--- src/bsr_pkg.sv ---
package bsr_pkg;

    // bus widths
    localparam int DW = 32;
    localparam int AW = 32;
    localparam int IW = 8;
    localparam int NEV = 3;

    // register indices, byte address is four times the index
    localparam logic [IW-1:0] IDX_CYC0 = 8'h0f;
    localparam logic [IW-1:0] IDX_CYC1 = 8'h10;
    localparam logic [IW-1:0] IDX_CYC2 = 8'h11;
    localparam logic [IW-1:0] IDX_CYC3 = 8'h12;
    localparam logic [IW-1:0] IDX_RT0 = 8'h13;
    localparam logic [IW-1:0] IDX_RT1 = 8'h14;
    localparam logic [IW-1:0] IDX_RT2 = 8'h15;
    localparam logic [IW-1:0] IDX_RT3 = 8'h16;
    localparam logic [IW-1:0] IDX_ERR1 = 8'h17;
    localparam logic [IW-1:0] IDX_ERR4 = 8'h18;
    localparam logic [IW-1:0] IDX_STAT = 8'h19;
    localparam logic [IW-1:0] IDX_SQFQ = 8'h1a;
    localparam logic [IW-1:0] IDX_IOW = 8'h1b;
    localparam logic [IW-1:0] IDX_MOD = 8'h1c;
    localparam logic [IW-1:0] IDX_INT_STAT = 8'h20;
    localparam logic [IW-1:0] IDX_INT_MASK = 8'h21;
    localparam logic [IW-1:0] IDX_HEAT = 8'h22;

    // packed burner status word fields
    localparam int B_FLAME1 = 0;
    localparam int B_FLAME2 = 1;
    localparam int B_FLAME2NC = 2;
    localparam int B_FLAMEDET = 3;
    localparam int B_AIR = 4;
    localparam int B_TCHW = 5;
    localparam int B_VALVE1 = 6;
    localparam int B_VALVE2 = 7;
    localparam int B_IGN = 8;
    localparam int B_MANUAL = 9;
    localparam int B_FAN = 10;
    localparam int B_TCCOMB = 12;
    localparam int B_FAULT = 15;

    // inputs, outputs and warnings word fields
    localparam int B_WARN_ID = 4;
    localparam int B_RELAY_LO = 8;
    localparam int B_WARN_LH = 10;

    // state and flame quality word fields
    localparam int B_QUAL_LO = 8;

    // interrupt event bits
    localparam int EV_FAULT = 0;
    localparam int EV_INCDEC = 1;
    localparam int EV_LOHI = 2;

    // main block state
    typedef struct packed {
        logic dp_wr;
        logic [IW-1:0] dp_idx;
        logic [DW-1:0] rdata;
        logic [NEV-1:0] int_stat;
        logic [NEV-1:0] int_mask;
        logic heat_dmd;
        logic [NEV-1:0] ev_prev;
    } bsr_state_type;

    // snapshot holder state
    typedef struct packed {
        logic [DW-1:0] val;
    } bsr_snap_type;

    // reset values
    localparam bsr_state_type BSR_STATE_RST = '0;
    localparam bsr_snap_type BSR_SNAP_RST = '0;

endpackage

--- src/bsr_status_bank.sv ---
// Behaviour
// - second valve cycle counter bytes 0..3 in low byte of indices 15..18.
// - second valve runtime seconds bytes 0..3 in low byte of indices 19..22.
// - error info bytes one and four at indices 23 and 24, kept during fault.
// - index 25 bits 0..3 flame 1, flame 2, flame 2 NC, combined flame.
// - index 25 bits 4..10 air, controller input, valves, ignition, manual, fan.
// - index 25 bit 12 combines controller input with bus heat demand.
// - index 25 bit 15 set while the burner control is faulted.
// - index 26 low byte is sequencer state, or error code during fault.
// - index 26 high byte is flame quality; it and flame 1 read zero in fault.
// - index 27 bits 0..3 mirror heat inputs; bit 4 warns increase and decrease.
// - index 27 bit 10 warns when low fire and high fire are both on.
// - index 27 bits 8..9 give the modulation relay code.
// - index 28 holds modulation percent over 16 bits, kept during fault.
`timescale 1ns/10ps

module bsr_status_bank (
    // clock and reset
    input wire logic sys_clk,
    input wire logic resetn,
    // ahb-lite slave
    input wire logic hsel,
    input wire logic [bsr_pkg::AW-1:0] haddr,
    input wire logic [1:0] htrans,
    input wire logic hwrite,
    input wire logic [2:0] hsize,
    input wire logic [bsr_pkg::DW-1:0] hwdata,
    input wire logic hready,
    output logic hreadyout,
    output logic hresp,
    output logic [bsr_pkg::DW-1:0] hrdata,
    // counters
    input wire logic [bsr_pkg::DW-1:0] valve2_cycles,
    input wire logic [bsr_pkg::DW-1:0] valve2_runtime_s,
    // error information
    input wire logic [7:0] err_info_first,
    input wire logic [7:0] err_info_fourth,
    input wire logic [7:0] error_code,
    input wire logic fault,
    // flame and burner signals
    input wire logic flame1,
    input wire logic flame2,
    input wire logic flame2_nc,
    input wire logic flame_detected,
    input wire logic air_pressure_ok,
    input wire logic temp_ctrl_hw,
    input wire logic first_gas_valve,
    input wire logic second_gas_valve,
    input wire logic ignition_on,
    input wire logic manual_on,
    input wire logic fan_on,
    input wire logic [7:0] seq_state,
    input wire logic [7:0] flame_quality,
    // modulation inputs and outputs
    input wire logic heat_inc,
    input wire logic heat_dec,
    input wire logic high_fire,
    input wire logic low_fire,
    input wire logic [1:0] mod_relay,
    input wire logic [15:0] mod_percent,
    // interrupt and heat demand
    output logic irq,
    output logic heat_demand
);
    import bsr_pkg::*;

    bsr_state_type s_r;
    bsr_state_type s_nxt;
    logic [IW-1:0] idx;
    logic mapped;
    logic rd_any;
    logic rd_take;
    logic wr_take;
    logic [1:0] cap;
    logic [1:0][DW-1:0] live;
    logic [1:0][DW-1:0] held;
    logic warn_id;
    logic warn_lh;
    logic tc_comb;
    logic [15:0] w_stat;
    logic [15:0] w_sqfq;
    logic [15:0] w_iow;
    logic [DW-1:0] rd_word;
    logic [NEV-1:0] ev;
    logic [NEV-1:0] clr;

    // address phase decode
    assign idx = haddr[IW+1:2];
    assign mapped = (haddr[AW-1:IW+2] == '0);
    // any read, mapped or not, reloads the read data
    assign rd_any = hsel && htrans[1] && hready && !hwrite;
    assign rd_take = rd_any && mapped;
    assign wr_take = hsel && htrans[1] && hready && hwrite && mapped;

    // counters frozen on a low byte read
    // live counter values and capture strobes
    assign live[0] = valve2_cycles;
    assign live[1] = valve2_runtime_s;
    assign cap[0] = rd_take && (idx == IDX_CYC0);
    assign cap[1] = rd_take && (idx == IDX_RT0);

    // one snapshot holder per counter
    genvar g;
    generate
        for (g = 0; g < 2; g++) begin : g_snap
            bsr_snap u_snap (
                .sys_clk(sys_clk),
                .resetn(resetn),
                .cap(cap[g]),
                .live(live[g]),
                .held(held[g])
            );
        end
    endgenerate

    // warnings and combined controller demand
    // increase decrease warning
    assign warn_id = heat_inc && heat_dec;
    assign warn_lh = low_fire && high_fire;
    assign tc_comb = temp_ctrl_hw && s_r.heat_dmd;

    // packed words, unused bits zero
    always_comb begin
        w_stat = 16'h0000;
        w_stat[B_FLAME1] = flame1 && !fault;
        w_stat[B_FLAME2] = flame2;
        w_stat[B_FLAME2NC] = flame2_nc;
        w_stat[B_FLAMEDET] = flame_detected;
        w_stat[B_AIR] = air_pressure_ok;
        w_stat[B_TCHW] = temp_ctrl_hw;
        w_stat[B_VALVE1] = first_gas_valve;
        w_stat[B_VALVE2] = second_gas_valve;
        w_stat[B_IGN] = ignition_on;
        w_stat[B_MANUAL] = manual_on;
        w_stat[B_FAN] = fan_on;
        w_stat[B_TCCOMB] = tc_comb;
        w_stat[B_FAULT] = fault;
        w_sqfq = 16'h0000;
        w_sqfq[7:0] = fault ? error_code : seq_state;
        w_sqfq[B_QUAL_LO +: 8] = fault ? 8'h00 : flame_quality;
        w_iow = 16'h0000;
        w_iow[3:0] = {low_fire, high_fire, heat_dec, heat_inc};
        w_iow[B_WARN_ID] = warn_id;
        w_iow[B_RELAY_LO +: 2] = mod_relay;
        w_iow[B_WARN_LH] = warn_lh;
    end

    // read data mux, unmapped reads zero
    always_comb begin
        rd_word = 32'h0000_0000;
        case (idx)
            IDX_CYC0: rd_word[7:0] = valve2_cycles[7:0];
            IDX_CYC1: rd_word[7:0] = held[0][15:8];
            IDX_CYC2: rd_word[7:0] = held[0][23:16];
            IDX_CYC3: rd_word[7:0] = held[0][31:24];
            IDX_RT0: rd_word[7:0] = valve2_runtime_s[7:0];
            IDX_RT1: rd_word[7:0] = held[1][15:8];
            IDX_RT2: rd_word[7:0] = held[1][23:16];
            IDX_RT3: rd_word[7:0] = held[1][31:24];
            IDX_ERR1: rd_word[7:0] = err_info_first;
            IDX_ERR4: rd_word[7:0] = err_info_fourth;
            IDX_STAT: rd_word[15:0] = w_stat;
            IDX_SQFQ: rd_word[15:0] = w_sqfq;
            IDX_IOW: rd_word[15:0] = w_iow;
            IDX_MOD: rd_word[15:0] = mod_percent;
            IDX_INT_STAT: rd_word[NEV-1:0] = s_r.int_stat;
            IDX_INT_MASK: rd_word[NEV-1:0] = s_r.int_mask;
            IDX_HEAT: rd_word[0] = s_r.heat_dmd;
            default: rd_word = 32'h0000_0000;
        endcase
    end

    // interrupt events and their clear
    assign ev = {warn_lh, warn_id, fault};
    assign clr = (s_r.dp_wr && (s_r.dp_idx == IDX_INT_STAT)) ? hwdata[NEV-1:0] : '0;

    // next state
    always_comb begin
        s_nxt = s_r;
        s_nxt.dp_wr = wr_take;
        s_nxt.dp_idx = idx;
        if (rd_any) begin
            s_nxt.rdata = mapped ? rd_word : '0;
        end
        if (s_r.dp_wr && (s_r.dp_idx == IDX_INT_MASK)) begin
            s_nxt.int_mask = hwdata[NEV-1:0];
        end
        if (s_r.dp_wr && (s_r.dp_idx == IDX_HEAT)) begin
            s_nxt.heat_dmd = hwdata[0];
        end
        // rising event sets, set beats clear
        s_nxt.ev_prev = ev;
        s_nxt.int_stat = (s_r.int_stat & ~clr) | (ev & ~s_r.ev_prev);
    end

    // state register
    always_ff @(posedge sys_clk or negedge resetn) begin
        if (!resetn) begin
            s_r <= BSR_STATE_RST;
        end else begin
            s_r <= s_nxt;
        end
    end

    // bus answer, zero wait, always okay
    assign hreadyout = 1'b1;
    assign hresp = 1'b0;
    assign hrdata = s_r.rdata;
    assign irq = |(s_r.int_stat & s_r.int_mask);
    assign heat_demand = s_r.heat_dmd;
endmodule // bsr_status_bank

--- src/bsr_snap.sv ---
`timescale 1ns/10ps

module bsr_snap (
    // clock and reset
    input wire logic sys_clk,
    input wire logic resetn,
    // capture strobe and live counter
    input wire logic cap,
    input wire logic [bsr_pkg::DW-1:0] live,
    // frozen copy
    output logic [bsr_pkg::DW-1:0] held
);
    import bsr_pkg::*;

    bsr_snap_type s_r;
    bsr_snap_type s_nxt;

    // freeze the whole count when its low byte is read
    always_comb begin
        s_nxt = s_r;
        if (cap) begin
            s_nxt.val = live;
        end
    end

    // state register
    always_ff @(posedge sys_clk or negedge resetn) begin
        if (!resetn) begin
            s_r <= BSR_SNAP_RST;
        end else begin
            s_r <= s_nxt;
        end
    end

    assign held = s_r.val;

endmodule // bsr_snap

--- config.mk ---
export PLATFORM = sky130hd
export DESIGN_NAME = bsr_status_bank
export DESIGN_NICKNAME = d
export VERILOG_FILES = /design/src/bsr_pkg.sv /design/src/bsr_status_bank.sv /design/src/bsr_snap.sv
export SDC_FILE = /design/constraint.sdc
export NUM_CORES = 1
export LEC_CHECK = 0
export BUFFER_PORTS_ARGS = -buffer_cell sky130_fd_sc_hd__buf_2
export CORE_MARGIN = 2
export CORE_UTILIZATION = 47
export CTS_CLUSTER_DIAMETER = 80
export DETAILED_ROUTE_END_ITERATION = 7
export PLACE_DENSITY = 0.81
export SYNTH_ARGS = -nofsm -noshare
export SYNTH_HDL_FRONTEND = slang
export SYNTH_SLANG_ARGS = --single-unit
--- constraint.sdc ---
create_clock -name sys_clk -period 2.2 [get_ports sys_clk]
set_clock_uncertainty 0.15 [all_clocks]
set_input_delay 0.22 -clock sys_clk [delete_from_list [all_inputs] [get_ports sys_clk]]
set_output_delay 0.22 -clock sys_clk [all_outputs]
set_load 0.05 [all_outputs]
==> results by stage, run 1 <==
Global routing:
- The number of antenna violations at the first check in global routing is 0.
- The number of global-route vias before repair is 5294.
- The first global-routing pass estimated 26710 um of wire.
- Entering global routing, the biggest net connects 45 pins.
- The total global-route track usage is 0.3028.
- The total overflow left after global routing is 0.

Finish:
- Leaving out fill and tap cells, the most frequent cells in the layout are sky130_fd_sc_hd__buf_2, sky130_fd_sc_hd__dfrtp_1, sky130_fd_sc_hd__mux2_2, sky130_fd_sc_hd__dlygate4sd3_1, sky130_fd_sc_hd__buf_4.
- At the end of the flow, the number of nets in the layout was 948.
- Of the cells placed in the final design, the portion with a size suffix greater than 1 is 0.4730.
- The antenna cell count is 0.
- Leaving out filler cells and counting taps, the final layout contains 880.
- The commonest non-fill, non-tap cell in the layout is sky130_fd_sc_hd__buf_2.
- The final-layout fill cell count is 814.
- The area growth from synthesis to layout is 38.99%.

Power and ir drop:
- Of the total power, the clock network draws 0.331.
- The total leakage power is 3.397 nW.
- Of the total power, the share spent switching nets is 0.2791.
- The internal power of the cells totals 2.363 mW.
- The analysis attributes to net switching a power of 0.9150 mW.
- The largest vdd supply drop is 0.3169 mV.
- The power share of the sequential group is 0.471.
- In this run the power density over the cells is 461.9 mW/mm2.
- Of the total power, combinational logic draws 0.197.

STA:
- Of the available clock period, the critical path in the final layout requires 0.9875.
- The relative slew slack is 0.6492.
- At the pin with the least slew margin, the transition time is 0.5249 ns.
- The worst path in the final design needs a cycle of 2.172 ns, including I/O delays and setup.
- Setup repair after global routing left no endpoint under its margin.
- Hold timing on the final database bottoms out at a slack of 0.002183 ns.
- The final setup violation count is 0.
- The hold violation total from the final report is 0.
- The number of slew-limit violations in the final report is 0.
- Derived from the worst setup path, the maximum achievable clock frequency is 460.3 MHz.

Die:
- For this configuration, the core starts out at a cell density of 0.4773.
- The floorplan step set the die height to 108.2 um.
- The number of placed I/O pins is 248.
- The floorplan step defined a die boundary enclosing 0.01171 mm2.
- Row generation in the floorplan step produced 38 rows.
- The core outline area is 0.01070 mm2.
- In this run the horizontal extent of the chip is 108.2 um.

Detailed routing:
- The detail-routed via count per cell is 5.690.
- The residual DRC count is 0.
- The via count is 5007.
- The total wirelength of the detailed-routed design is 17210 um.
- The pre-antenna-repair detailed-routing pass consisted of 5 iterations.
- The count of antenna-violating nets left after detailed routing is 0.
- The detailed-route wire length per cell is 19.56 um.
- The iteration-0 DRC count of the detailed router is 351.

Status:
- The run finished with clean final reports.

Logic synthesis:
- The mapped netlist covers 0.005106 mm2.
- Among all flip-flop cells after synthesis, the most frequent one is sky130_fd_sc_hd__dfrtp_1.
- sky130_fd_sc_hd__dfrtp_1 takes more of the synthesized area than any other cell.
- The post-synthesis instance total is 465.
- In the post-synthesis netlist, the biggest area contributors are sky130_fd_sc_hd__dfrtp_1, sky130_fd_sc_hd__mux2_2, sky130_fd_sc_hd__buf_4.
- After synthesis, the netlist uses 72 different library cells.
- After synthesis the netlist holds a flip-flop and latch count of 83.
- The average instance in the mapped netlist occupies 10.98 um2.
- Of all flip-flops after synthesis, the portion carrying an async set or reset was 1.000.
- For this run, the register share of the synthesized area comes to 0.4068.
- The number of flops mapped to enable cells by yosys is 0.
- Of the post-synthesis cell area, the dominant cell type holds 0.4068.
- The count of synthesis-stage warnings from yosys is 0.

CTS:
- The clock input transition at the sequential cells of the worst setup and hold paths is 0.09 ns.
- The H-tree depth is 3.
- The clock net in this run drives a total of 83 sinks.
- The clock tree buffer depth is 2.
- At the later pin of the worst-skew pair, clock insertion delay measures 0.37 ns.
- The buffer type at the clock tree root is sky130_fd_sc_hd__clkbuf_8.
- TritonCTS built the clock tree.
- The total CTS buffers is 9.

Flow run:
- The reported max-cap violation count is 0.

Critical path:
- STA puts the critical path data required time at 2.28 ns.
- The nature of the critical path startpoint is a primary input.
- STA classifies the critical path endpoint as a flip-flop.
- Of all nets on the critical path, the largest fanout is 20.
- At the worst endpoint, the arrival time is 2.25 ns.
- The path type of the worst setup path is primary input to flip-flop.

Placed design:
- Counting tap cells, the placed design contains a total of 804 instances.
- The number of buffers inserted by port buffering is 194.
- Routability-driven placement finished with a final weighted congestion of 0.9337.
- Once detailed placement completed, the half-perimeter wirelength came to 12480 um.

Min path:
- The class of the worst hold path is primary input to flip-flop.
[per-stage QoR]
| step | utilization | total power, mW | instance area [um2] | setup TNS, ns | setup slack [ns] |
|---|---|---|---|---|---|
| final | 0.6634 | 3.278 | 7097 | 0 | 0.02760 |
| after global routing | 0.6634 | 3.397 | 7097 | 0 | 0.0001323 |
| after CTS | 0.6586 | 3.261 | 7046 | 0 | 0.04007 |
| after detailed placement | 0.5854 | 2.122 | 6262 | -0.05089 | -0.02193 |
| after global placement | 0.5854 | 2.112 | 6262 | -0.06151 | -0.01687 |
| after floorplan | - | 1.858 | 5166 | 0 | 0.2474 |
[power by group through the flow]
stage | clock network (mW) | logic (mW) | registers, mW
after detailed placement | 0 | 0.546 | 1.58
after floorplan | 0 | 0.281 | 1.58
after CTS | 1.09 | 0.630 | 1.55
after global routing | 1.16 | 0.690 | 1.55
final | 1.09 | 0.646 | 1.55
after global placement | 0 | 0.537 | 1.58
[flip-flops by register name, summed over array words and instances, names as in the netlist]
signal / count
heat_demand: 1
s_r: 18
g_snap.u_snap.held: 48
hrdata: 16
[worst max-delay path: stages]
cell                            delay [ns]
sky130_fd_sc_hd__dlygate4sd3_1        0.54
sky130_fd_sc_hd__buf_2                0.14
sky130_fd_sc_hd__buf_12               0.15
sky130_fd_sc_hd__nor2b_2              0.16
sky130_fd_sc_hd__buf_4                0.17
sky130_fd_sc_hd__nand3_1              0.21
sky130_fd_sc_hd__nor2_1               0.09
sky130_fd_sc_hd__a311oi_1             0.39
sky130_fd_sc_hd__a41oi_1              0.17
[cells in the mapped netlist (3+ instances only)]
| cell type | instances |
|---|---|
| sky130_fd_sc_hd__dfrtp_1 | 83 |
| sky130_fd_sc_hd__mux2_2 | 65 |
| sky130_fd_sc_hd__buf_4 | 39 |
| sky130_fd_sc_hd__nand2_1 | 33 |
| sky130_fd_sc_hd__nor2_1 | 21 |
| sky130_fd_sc_hd__mux2i_1 | 20 |
| sky130_fd_sc_hd__a22oi_1 | 19 |
| sky130_fd_sc_hd__o21ai_0 | 14 |
| sky130_fd_sc_hd__nor3_1 | 10 |
| sky130_fd_sc_hd__clkbuf_8 | 8 |
| sky130_fd_sc_hd__nor4_1 | 7 |
| sky130_fd_sc_hd__a21oi_1 | 6 |
| sky130_fd_sc_hd__a22o_1 | 6 |
| sky130_fd_sc_hd__buf_2 | 6 |
| sky130_fd_sc_hd__nand4_1 | 6 |
| sky130_fd_sc_hd__nor2b_1 | 6 |
| sky130_fd_sc_hd__o22ai_1 | 6 |
| sky130_fd_sc_hd__a32oi_1 | 5 |
| sky130_fd_sc_hd__nand3_1 | 5 |
| sky130_fd_sc_hd__nand3b_1 | 5 |
| sky130_fd_sc_hd__or4_1 | 5 |
| sky130_fd_sc_hd__a221oi_1 | 4 |
| sky130_fd_sc_hd__a2bb2oi_1 | 4 |
| sky130_fd_sc_hd__and2_1 | 4 |
| sky130_fd_sc_hd__inv_1 | 4 |
| sky130_fd_sc_hd__buf_6 | 3 |
| sky130_fd_sc_hd__nand2b_1 | 3 |
| sky130_fd_sc_hd__nor4bb_1 | 3 |
| sky130_fd_sc_hd__o21ai_1 | 3 |
| sky130_fd_sc_hd__or2_2 | 3 |
| sky130_fd_sc_hd__or4b_1 | 3 |
[path summary, 6_finish.rpt]
kind	endpoint	slack, ns	cells after the start	from
hold reg to reg	hrdata[15]$_DFFE_PN0P_	0.33	2	hrdata[15]$_DFFE_PN0P_
min in group asynchronous	g_snap[0].u_snap.held[31]$_DFFE_PN0P_	0.21	2	resetn
hold / removal	hrdata[3]$_DFFE_PN0P_	0.002	3	flame_detected
max in group asynchronous	s_r[45]$_DFF_PN0_	1.05	3	resetn
setup reg to reg	hrdata[7]$_DFFE_PN0P_	0.28	5	g_snap[1].u_snap.held[15]$_DFFE_PN0P_
setup / recovery	hrdata[2]$_DFFE_PN0P_	0.03	9	haddr[6]
[layout make-up]
cell class	instances	area, um2	share of cell area
clock buffers	10	127.6	0.01798
inverters	4	15.01	0.002116
repair buffers	305	2019	0.2846
well taps	140	175.2	0.02468
clock inverters	5	55.05	0.007757
flip-flops and latches	83	2077	0.2927
multi-input cells	333	2628	0.3702
[routing by layer]
metal	up-vias	GRT usage	share of wire
met5	-	0	0
met4	0	0.1355	0.033
met3	41	0.06450	0.084
met2	297	0.5296	0.51
met1	2422	0.3573	0.38
li1	2247	-	-
[repair_timing]
| action | 4_1_cts | 5_1_grt |
|---|---|---|
| endpoints found under the hold margin | 97 | 0 |
| setup endpoints to repair | 0 | 22 |
| resized for setup | 0 | 9 |
| setup buffers | 0 | 1 |
| hold buffers | 60 | 0 |
[kinds of logic after synthesis]
family                    after synthesis  synth area share
AOI/OAI and AO/OA                      93            0.1340
buffers and inverters                  65           0.09900
DFF                                    83            0.4068
muxes                                  87            0.1914
xor gates and xnor gates                1          0.001716
and+or+nand+nor                       134            0.1657
other                                   2          0.001471
Note: power is estimated with default switching activity, not from simulation.
==> inputs of run 2 (changes only) <==
--- a/config.mk
+++ b/config.mk
@@ -5,12 +5,14 @@
 export SDC_FILE = /design/constraint.sdc
 export NUM_CORES = 1
 export LEC_CHECK = 0
-export BUFFER_PORTS_ARGS = -buffer_cell sky130_fd_sc_hd__buf_2
+export BUFFER_PORTS_ARGS = -buffer_cell sky130_fd_sc_hd__buf_4
 export CORE_MARGIN = 2
 export CORE_UTILIZATION = 47
 export CTS_CLUSTER_DIAMETER = 80
 export DETAILED_ROUTE_END_ITERATION = 7
 export PLACE_DENSITY = 0.81
+export RECOVER_POWER = 50
+export SLEW_MARGIN = 20
 export SYNTH_ARGS = -nofsm -noshare
 export SYNTH_HDL_FRONTEND = slang
 export SYNTH_SLANG_ARGS = --single-unit
==> results by stage, run 2 (same netlist as run 1, synthesis figures left out) <==
Detailed routing:
- The residual DRC count is 0 (unchanged).
- The number of detailed-route iterations in the first pass is 6 (was 5).
- The detailed-route wire length per cell is 20.39 um (was 19.56 um).
- The iteration-0 DRC count of the detailed router is 369 (was 351).
- The detail-routed via count per cell was 5.646 (was 5.690).
- The total wirelength of the detailed-routed design is 17780 um (was 17210 um).
- The count of antenna-violating nets left after detailed routing came to 0 (unchanged).
- The via count is 4923 (was 5007).

STA:
- The total negative setup slack is 0 ns (unchanged).
- The relative slew slack is 0.1939 (was 0.6492).
- The number of slew-limit violations in the final report is 0 (unchanged).
- The worst-margin pin slew came to 1.209 ns (was 0.5249 ns).
- The final setup violation count is 0 (unchanged).
- The final setup slack of the worst path came to 0.08999 ns (was 0.02760 ns).
- The portion of the clock cycle consumed by the worst path in the final layout is 0.9591 (was 0.9875).
- The hold violation total from the final report is 0 (unchanged).
- Setup repair after global routing missed its margin: no (unchanged).
- The maximum clock frequency is 473.9 MHz (was 460.3 MHz).
- The minimum period implied by the final worst setup slack is 2.110 ns (was 2.172 ns).

Critical path:
- The critical-path maximum fanout is 19 (was 20).
- The endpoint kind of the worst setup timing path is a flip-flop (unchanged).
- The nature of the critical path startpoint is a primary input (unchanged).
- The required arrival time at the worst endpoint came to 2.35 ns (was 2.28 ns).
- The worst path arrival time is 2.26 ns (was 2.25 ns).
- The path type of the worst setup path is primary input to flip-flop (unchanged).

Finish:
- The antenna cell count is 0 (unchanged).
- The fraction of layout instances using a drive strength above 1 is 0.4577 (was 0.4730).
- The commonest non-fill, non-tap cell in the layout is sky130_fd_sc_hd__buf_4 (was sky130_fd_sc_hd__buf_2).
- The final-layout fill cell count is 791 (was 814).
- The area growth from synthesis to layout came to 46.73% (was 38.99%).
- The multi-input gate area in the final layout is 0.002597 mm2 (was 0.002628 mm2).
- The number of flip-flops under the largest register name is 48 (unchanged).
- The register area was 0.002077 mm2 (unchanged).
- Most frequent cells in the layout: sky130_fd_sc_hd__buf_4, sky130_fd_sc_hd__dfrtp_1, sky130_fd_sc_hd__mux2_2, sky130_fd_sc_hd__dlygate4sd3_1, sky130_fd_sc_hd__nand2_1 (was sky130_fd_sc_hd__buf_2, sky130_fd_sc_hd__dfrtp_1, sky130_fd_sc_hd__mux2_2, sky130_fd_sc_hd__dlygate4sd3_1, sky130_fd_sc_hd__buf_4).
- The post-layout net count is 940 (was 948).

Die:
- The width of the die is 108.2 um (unchanged).
- The number of placed I/O pins is 248 (unchanged).
- The die height is 108.2 um (unchanged).
- The core outline area came to 0.01070 mm2 (unchanged).
- The effective utilization at floorplan is 0.4773 (unchanged).
- The die area is 0.01171 mm2 (unchanged).
- The number of placement rows is 38 (unchanged).

Status:
- Result of the run: complete, no violations (unchanged).

Global routing:
- The number of global-route vias before repair is 5173 (was 5294).
- The sum of overflow across all layers after global routing is 0 (unchanged).
- The largest net degree at the start of global routing is 47 (was 45).
- The number of antenna violations at the first check in global routing is 0 (unchanged).
- The global-route wire length before repair came to 27050 um (was 26710 um).
- The total global-route track usage is 0.3089 (was 0.3028).

Power and ir drop:
- The total leakage power is 3.499 nW (was 3.397 nW).
- The power per unit of standard cell area is 457.6 mW/mm2 (was 461.9 mW/mm2).
- The total power draw is 3.428 mW (was 3.278 mW).
- The largest vdd supply drop came to 0.3768 mV (was 0.3169 mV).

CTS:
- The buffer type at the clock tree root is sky130_fd_sc_hd__clkbuf_8 (unchanged).
- The clock network latency to the later pin of the worst-skew pair is 0.36 ns (was 0.37 ns).
- The clock input transition at the sequential cells of the worst setup and hold paths is 0.09 ns (about the same).
- The clock tree buffer depth was 2 (unchanged).
- The total CTS buffers was 9 (unchanged).
- The H-tree depth is 3 (unchanged).
- The TritonCTS clock tree is yes (unchanged).
- The number of clock sinks was 83 (unchanged).

Placed design:
- The weighted congestion at the end of routability-driven global placement is 0.9472 (was 0.9337).
- The half-perimeter wire length after placement was 12680 um (was 12480 um).
- The number of buffers inserted by port buffering is 194 (unchanged).
- The setup slack after placement was -0.05339 ns (was -0.02193 ns).

Min path:
- The class of the worst hold path is primary input to flip-flop (unchanged).

Flow run:
- The reported max-cap violation count is 0 (unchanged).
-- run 2: path summary, 6_finish.rpt --
kind / end / startpoint / slack (ns) / cells after the start
hold / removal: hrdata[14]$_DFFE_PN0P_ / flame_quality[6] / 0.01 / 3
max in group asynchronous: s_r[43]$_DFF_PN0_ / resetn / 0.61 / 3
setup reg to reg: hrdata[7]$_DFFE_PN0P_ / g_snap[1].u_snap.held[15]$_DFFE_PN0P_ / 0.34 / 5
min in group asynchronous: g_snap[0].u_snap.held[21]$_DFFE_PN0P_ / resetn / 0.49 / 2
setup / recovery: hrdata[12]$_DFFE_PN0P_ / haddr[4] / 0.09 / 8
hold reg to reg: hrdata[12]$_DFFE_PN0P_ / hrdata[12]$_DFFE_PN0P_ / 0.34 / 2
-- run 2: worst max-delay path: stages --
cell and delay (ns):
sky130_fd_sc_hd__buf_4 0.19, sky130_fd_sc_hd__buf_4 0.18, sky130_fd_sc_hd__nand4bb_1 0.42, sky130_fd_sc_hd__nor2_2 0.34, sky130_fd_sc_hd__and3_1 0.19, sky130_fd_sc_hd__a221oi_1 0.04
sky130_fd_sc_hd__dlygate4sd3_1 0.56, sky130_fd_sc_hd__o21ai_1 0.11
-- run 2: stage by stage --
step                utilization  std cells  hold WS [ns]  area [um2]
detailed placement       0.6212        794        0.1170        6645
CTS                      0.6989        871      0.005152        7477
floorplan                     -        481       -0.2256        5166
finish                   0.7004        872       0.01458        7492
global route             0.7004        872       0.03027        7492
global placement         0.6212        794        0.1106        6645
-- run 2: repair_timing --
item                                   CTS  global route
endpoints found under the hold margin  105             0
setup buffers                            0             1
setup endpoints to repair                0             8
resized for setup                        0             3
hold buffers                            62             0
-- run 2: final cells by class --
cell class | count | area share
Timing Repair Buffer | 297 | 0.3225
Sequential cell | 83 | 0.2772
Multi-Input combinational cell | 333 | 0.3467
Clock buffer | 12 | 0.02204
Tap cell | 140 | 0.02338
Inverter | 4 | 0.002004
Clock inverter | 3 | 0.006179
-- run 2: layer usage --
| layer | global-route usage | part of all wire | vias up |
|---|---|---|---|
| li1 | - | - | 2228 |
| met1 | 0.3738 | 0.38 | 2370 |
| met2 | 0.5346 | 0.51 | 279 |
| met3 | 0.06209 | 0.081 | 46 |
| met4 | 0.1328 | 0.033 | 0 |
| met5 | 0 | 0 | - |
-- run 2: power by group --
| group | leakage, nW | total, mW | internal, mW | switching [mW] |
|---|---|---|---|---|
| sequential | 1.11 | 1.55 | 1.54 | 0.00779 |
| combinational | 2.28 | 0.712 | 0.379 | 0.333 |
| clock | 0.105 | 1.17 | 0.614 | 0.557 |
| total | 3.50 | 3.43 | 2.53 | 0.898 |
==> inputs of run 3 (changes only) <==
--- a/config.mk
+++ b/config.mk
@@ -10,7 +10,7 @@
 export CORE_UTILIZATION = 47
 export CTS_CLUSTER_DIAMETER = 80
 export DETAILED_ROUTE_END_ITERATION = 7
-export PLACE_DENSITY = 0.81
+export PLACE_DENSITY = 0.82
 export RECOVER_POWER = 50
 export SLEW_MARGIN = 20
 export SYNTH_ARGS = -nofsm -noshare
==> results by stage, run 3 (same netlist as run 1, synthesis figures left out) <==
CTS:
- The H-tree depth came to 3 (unchanged).
- The TritonCTS clock tree is yes (unchanged).
- The number of clock sinks was 83 (unchanged).
- The clock tree buffer depth was 2 (unchanged).
- The clock input transition at the sequential cells of the worst setup and hold paths is 0.09 ns (about the same).
- The clock network latency to the later pin of the worst-skew pair was 0.37 ns (was 0.36 ns).
- The buffer type at the clock tree root is sky130_fd_sc_hd__clkbuf_8 (unchanged).
- The total CTS buffers is 9 (unchanged).

Flow run:
- The reported max-cap violation count is 0 (unchanged).

Global routing:
- The largest net degree at the start of global routing is 47 (unchanged).
- The total global-route track usage is 0.3103 (was 0.3089).
- The number of global-route vias before repair is 5236 (was 5173).
- The global-route wire length before repair came to 27280 um (was 27050 um).
- The sum of overflow across all layers after global routing came to 0 (unchanged).
- The number of antenna violations at the first check in global routing is 0 (unchanged).

STA:
- The worst-margin pin slew is 1.184 ns (was 1.209 ns).
- The relative slew slack is 0.2110 (was 0.1939).
- The hold violation total from the final report is 0 (unchanged).
- The minimum period implied by the final worst setup slack was 2.128 ns (was 2.110 ns).
- Setup repair after global routing missed its margin: no (unchanged).
- The portion of the clock cycle consumed by the worst path in the final layout is 0.9672 (was 0.9591).
- The worst hold slack is 0.009096 ns (was 0.01458 ns).
- The number of slew-limit violations in the final report is 0 (unchanged).
- The final setup violation count is 0 (unchanged).
- The maximum clock frequency came to 469.9 MHz (was 473.9 MHz).

Die:
- The width of the die is 108.2 um (unchanged).
- The core outline area is 0.01070 mm2 (unchanged).
- The number of placement rows is 38 (unchanged).
- The number of placed I/O pins is 248 (unchanged).
- The die height was 108.2 um (unchanged).
- The die area is 0.01171 mm2 (unchanged).
- The effective utilization at floorplan came to 0.4773 (unchanged).

Finish:
- The antenna cell count is 0 (unchanged).
- The fraction of layout instances using a drive strength above 1 is 0.4547 (was 0.4577).
- The number of flip-flops under the largest register name is 48 (unchanged).
- Most frequent cells in the layout: sky130_fd_sc_hd__buf_4, sky130_fd_sc_hd__dfrtp_1, sky130_fd_sc_hd__mux2_2, sky130_fd_sc_hd__dlygate4sd3_1, sky130_fd_sc_hd__nand2_1 (unchanged).
- The multi-input gate area in the final layout came to 0.002606 mm2 (was 0.002597 mm2).
- The post-layout instance count excluding filler cells is 868 (was 872).
- The area growth from synthesis to layout is 45.94% (was 46.73%).
- The register area is 0.002077 mm2 (unchanged).
- The final-layout fill cell count was 776 (was 791).
- The post-route standard cell area excluding fillers is 0.007452 mm2 (was 0.007492 mm2).
- The commonest non-fill, non-tap cell in the layout was sky130_fd_sc_hd__buf_4 (unchanged).
- The post-layout net count was 935 (was 940).
- The fraction of the core area covered by cells at the end of the flow is 0.6966 (was 0.7004).

Detailed routing:
- The count of antenna-violating nets left after detailed routing came to 0 (unchanged).
- The number of detailed-route iterations in the first pass is 5 (was 6).
- The detailed-route wire length per cell is 20.65 um (was 20.39 um).
- The iteration-0 DRC count of the detailed router is 296 (was 369).
- The total wirelength of the detailed-routed design is 17930 um (was 17780 um).
- The residual DRC count is 0 (unchanged).
- The detail-routed via count per cell is 5.697 (was 5.646).
- The via count is 4945 (was 4923).

Placed design:
- The weighted congestion at the end of routability-driven global placement is 0.8926 (was 0.9472).
- The number of buffers inserted by port buffering is 194 (unchanged).
- The cell area after placement is 0.006608 mm2 (was 0.006645 mm2).
- The placed cell count was 789 (was 794).
- The half-perimeter wire length after placement is 12710 um (was 12680 um).

Status:
- Result of the run: complete, no violations (unchanged).

Critical path:
- The launching element of the worst setup path was haddr[3] (was haddr[4]).
- The critical-path maximum fanout is 22 (was 19).
- The path type of the worst setup path is primary input to flip-flop (unchanged).
- The capturing instance or port of the critical path was hrdata[12]$_DFFE_PN0P_ (unchanged).
- The source of the worst register-to-register timing path is g_snap[1].u_snap.held[15]$_DFFE_PN0P_ (unchanged).
- The nature of the critical path startpoint is a primary input (unchanged).
- The worst setup slack for register-to-register paths is 0.32 ns (was 0.34 ns).
- The depth of the most critical reg-to-reg path is 5 (unchanged).
- The worst path arrival time is 2.28 ns (was 2.26 ns).
- The endpoint of the worst-slack reg-to-reg timing path is hrdata[7]$_DFFE_PN0P_ (unchanged).
- The required arrival time at the worst endpoint came to 2.35 ns (about the same).
- The endpoint kind of the worst setup timing path is a flip-flop (unchanged).

Power and ir drop:
- The total leakage power is 3.468 nW (was 3.499 nW).
- The largest vdd supply drop was 0.3702 mV (was 0.3768 mV).
- The power per unit of standard cell area is 456.6 mW/mm2 (was 457.6 mW/mm2).
- The total power draw is 3.403 mW (was 3.428 mW).

Min path:
- The class of the worst hold path was primary input to flip-flop (unchanged).
-- run 3: cell count changes in the layout (fill, tap and decap cells not counted), sizes merged --
cell | before | now
clkinv | 1 | 2
clkinvlp | 1 | 2
clkbuf | 14 | 11
buf | 233 | 228
inv | 4 | 6
-- run 3: timing repair --
item | 4_1_cts | 5_1_grt
buffers inserted | 0 | 1
endpoints found under the hold margin | 105 | 0
endpoints found under the setup margin | 0 | 8
hold buffers | 62 | 0
resized for setup | 0 | 4
-- run 3: final cells by class --
| cell class | instances | share of cell area |
|---|---|---|
| flip-flops and latches | 83 | 0.2787 |
| repair buffers | 292 | 0.3192 |
| multi-input cells | 333 | 0.3497 |
| clock inverters | 7 | 0.01024 |
| inverters | 4 | 0.002015 |
| clock buffers | 9 | 0.01662 |
| well taps | 140 | 0.02351 |
-- run 3: through the flow --
| stage | TNS [ns] | setup slack, ns |
|---|---|---|
| 5_1_grt | 0 | 0.004910 |
| 4_1_cts | 0 | 0.04327 |
| 3_3_place_gp | 0 | 0.01870 |
| 6_report | 0 | 0.07207 |
| 2_1_floorplan | 0 | 0.2474 |
| 3_5_place_dp | -1.337 | -0.07013 |
-- run 3: worst max-delay path, cell delays in order --
cell	delay, ns
sky130_fd_sc_hd__buf_4	0.22
sky130_fd_sc_hd__or4_4	0.60
sky130_fd_sc_hd__nor3_4	0.38
sky130_fd_sc_hd__a221oi_1	0.13
sky130_fd_sc_hd__dlygate4sd3_1	0.59
sky130_fd_sc_hd__o21ai_1	0.12
-- run 3: power breakdown --
group          switching (mW)  leakage (nW)  total (mW)  internal (mW)
clock                   0.613        0.0962        1.15          0.532
sequential            0.00779          1.11        1.55           1.54
combinational           0.334          2.26       0.712          0.377
total                   0.956          3.47        3.40           2.45
-- run 3: per-layer routing --
metal,vias up,part of all wire,track usage
li1,2220,-,-
met1,2429,0.38,0.3669
met2,259,0.52,0.5597
met3,37,0.072,0.04882
met4,0,0.029,0.1282
met5,-,0,0
-- run 3: how the worst min path moves through the flow --
stage,start,end,slack [ns],cells past startpoint
floorplan,resetn,g_snap[0].u_snap.held[10]$_DFFE_PN0P_,-0.23,0
global placement,resetn,g_snap[0].u_snap.held[11]$_DFFE_PN0P_,0.11,1
detailed placement,resetn,g_snap[1].u_snap.held[22]$_DFFE_PN0P_,0.12,1
CTS,high_fire,s_r[2]$_DFF_PN0_,0.006,2
global route,haddr[5],s_r[45]$_DFF_PN0_,0.02,1
finish,mod_percent[9],hrdata[9]$_DFFE_PN0P_,0.009,3
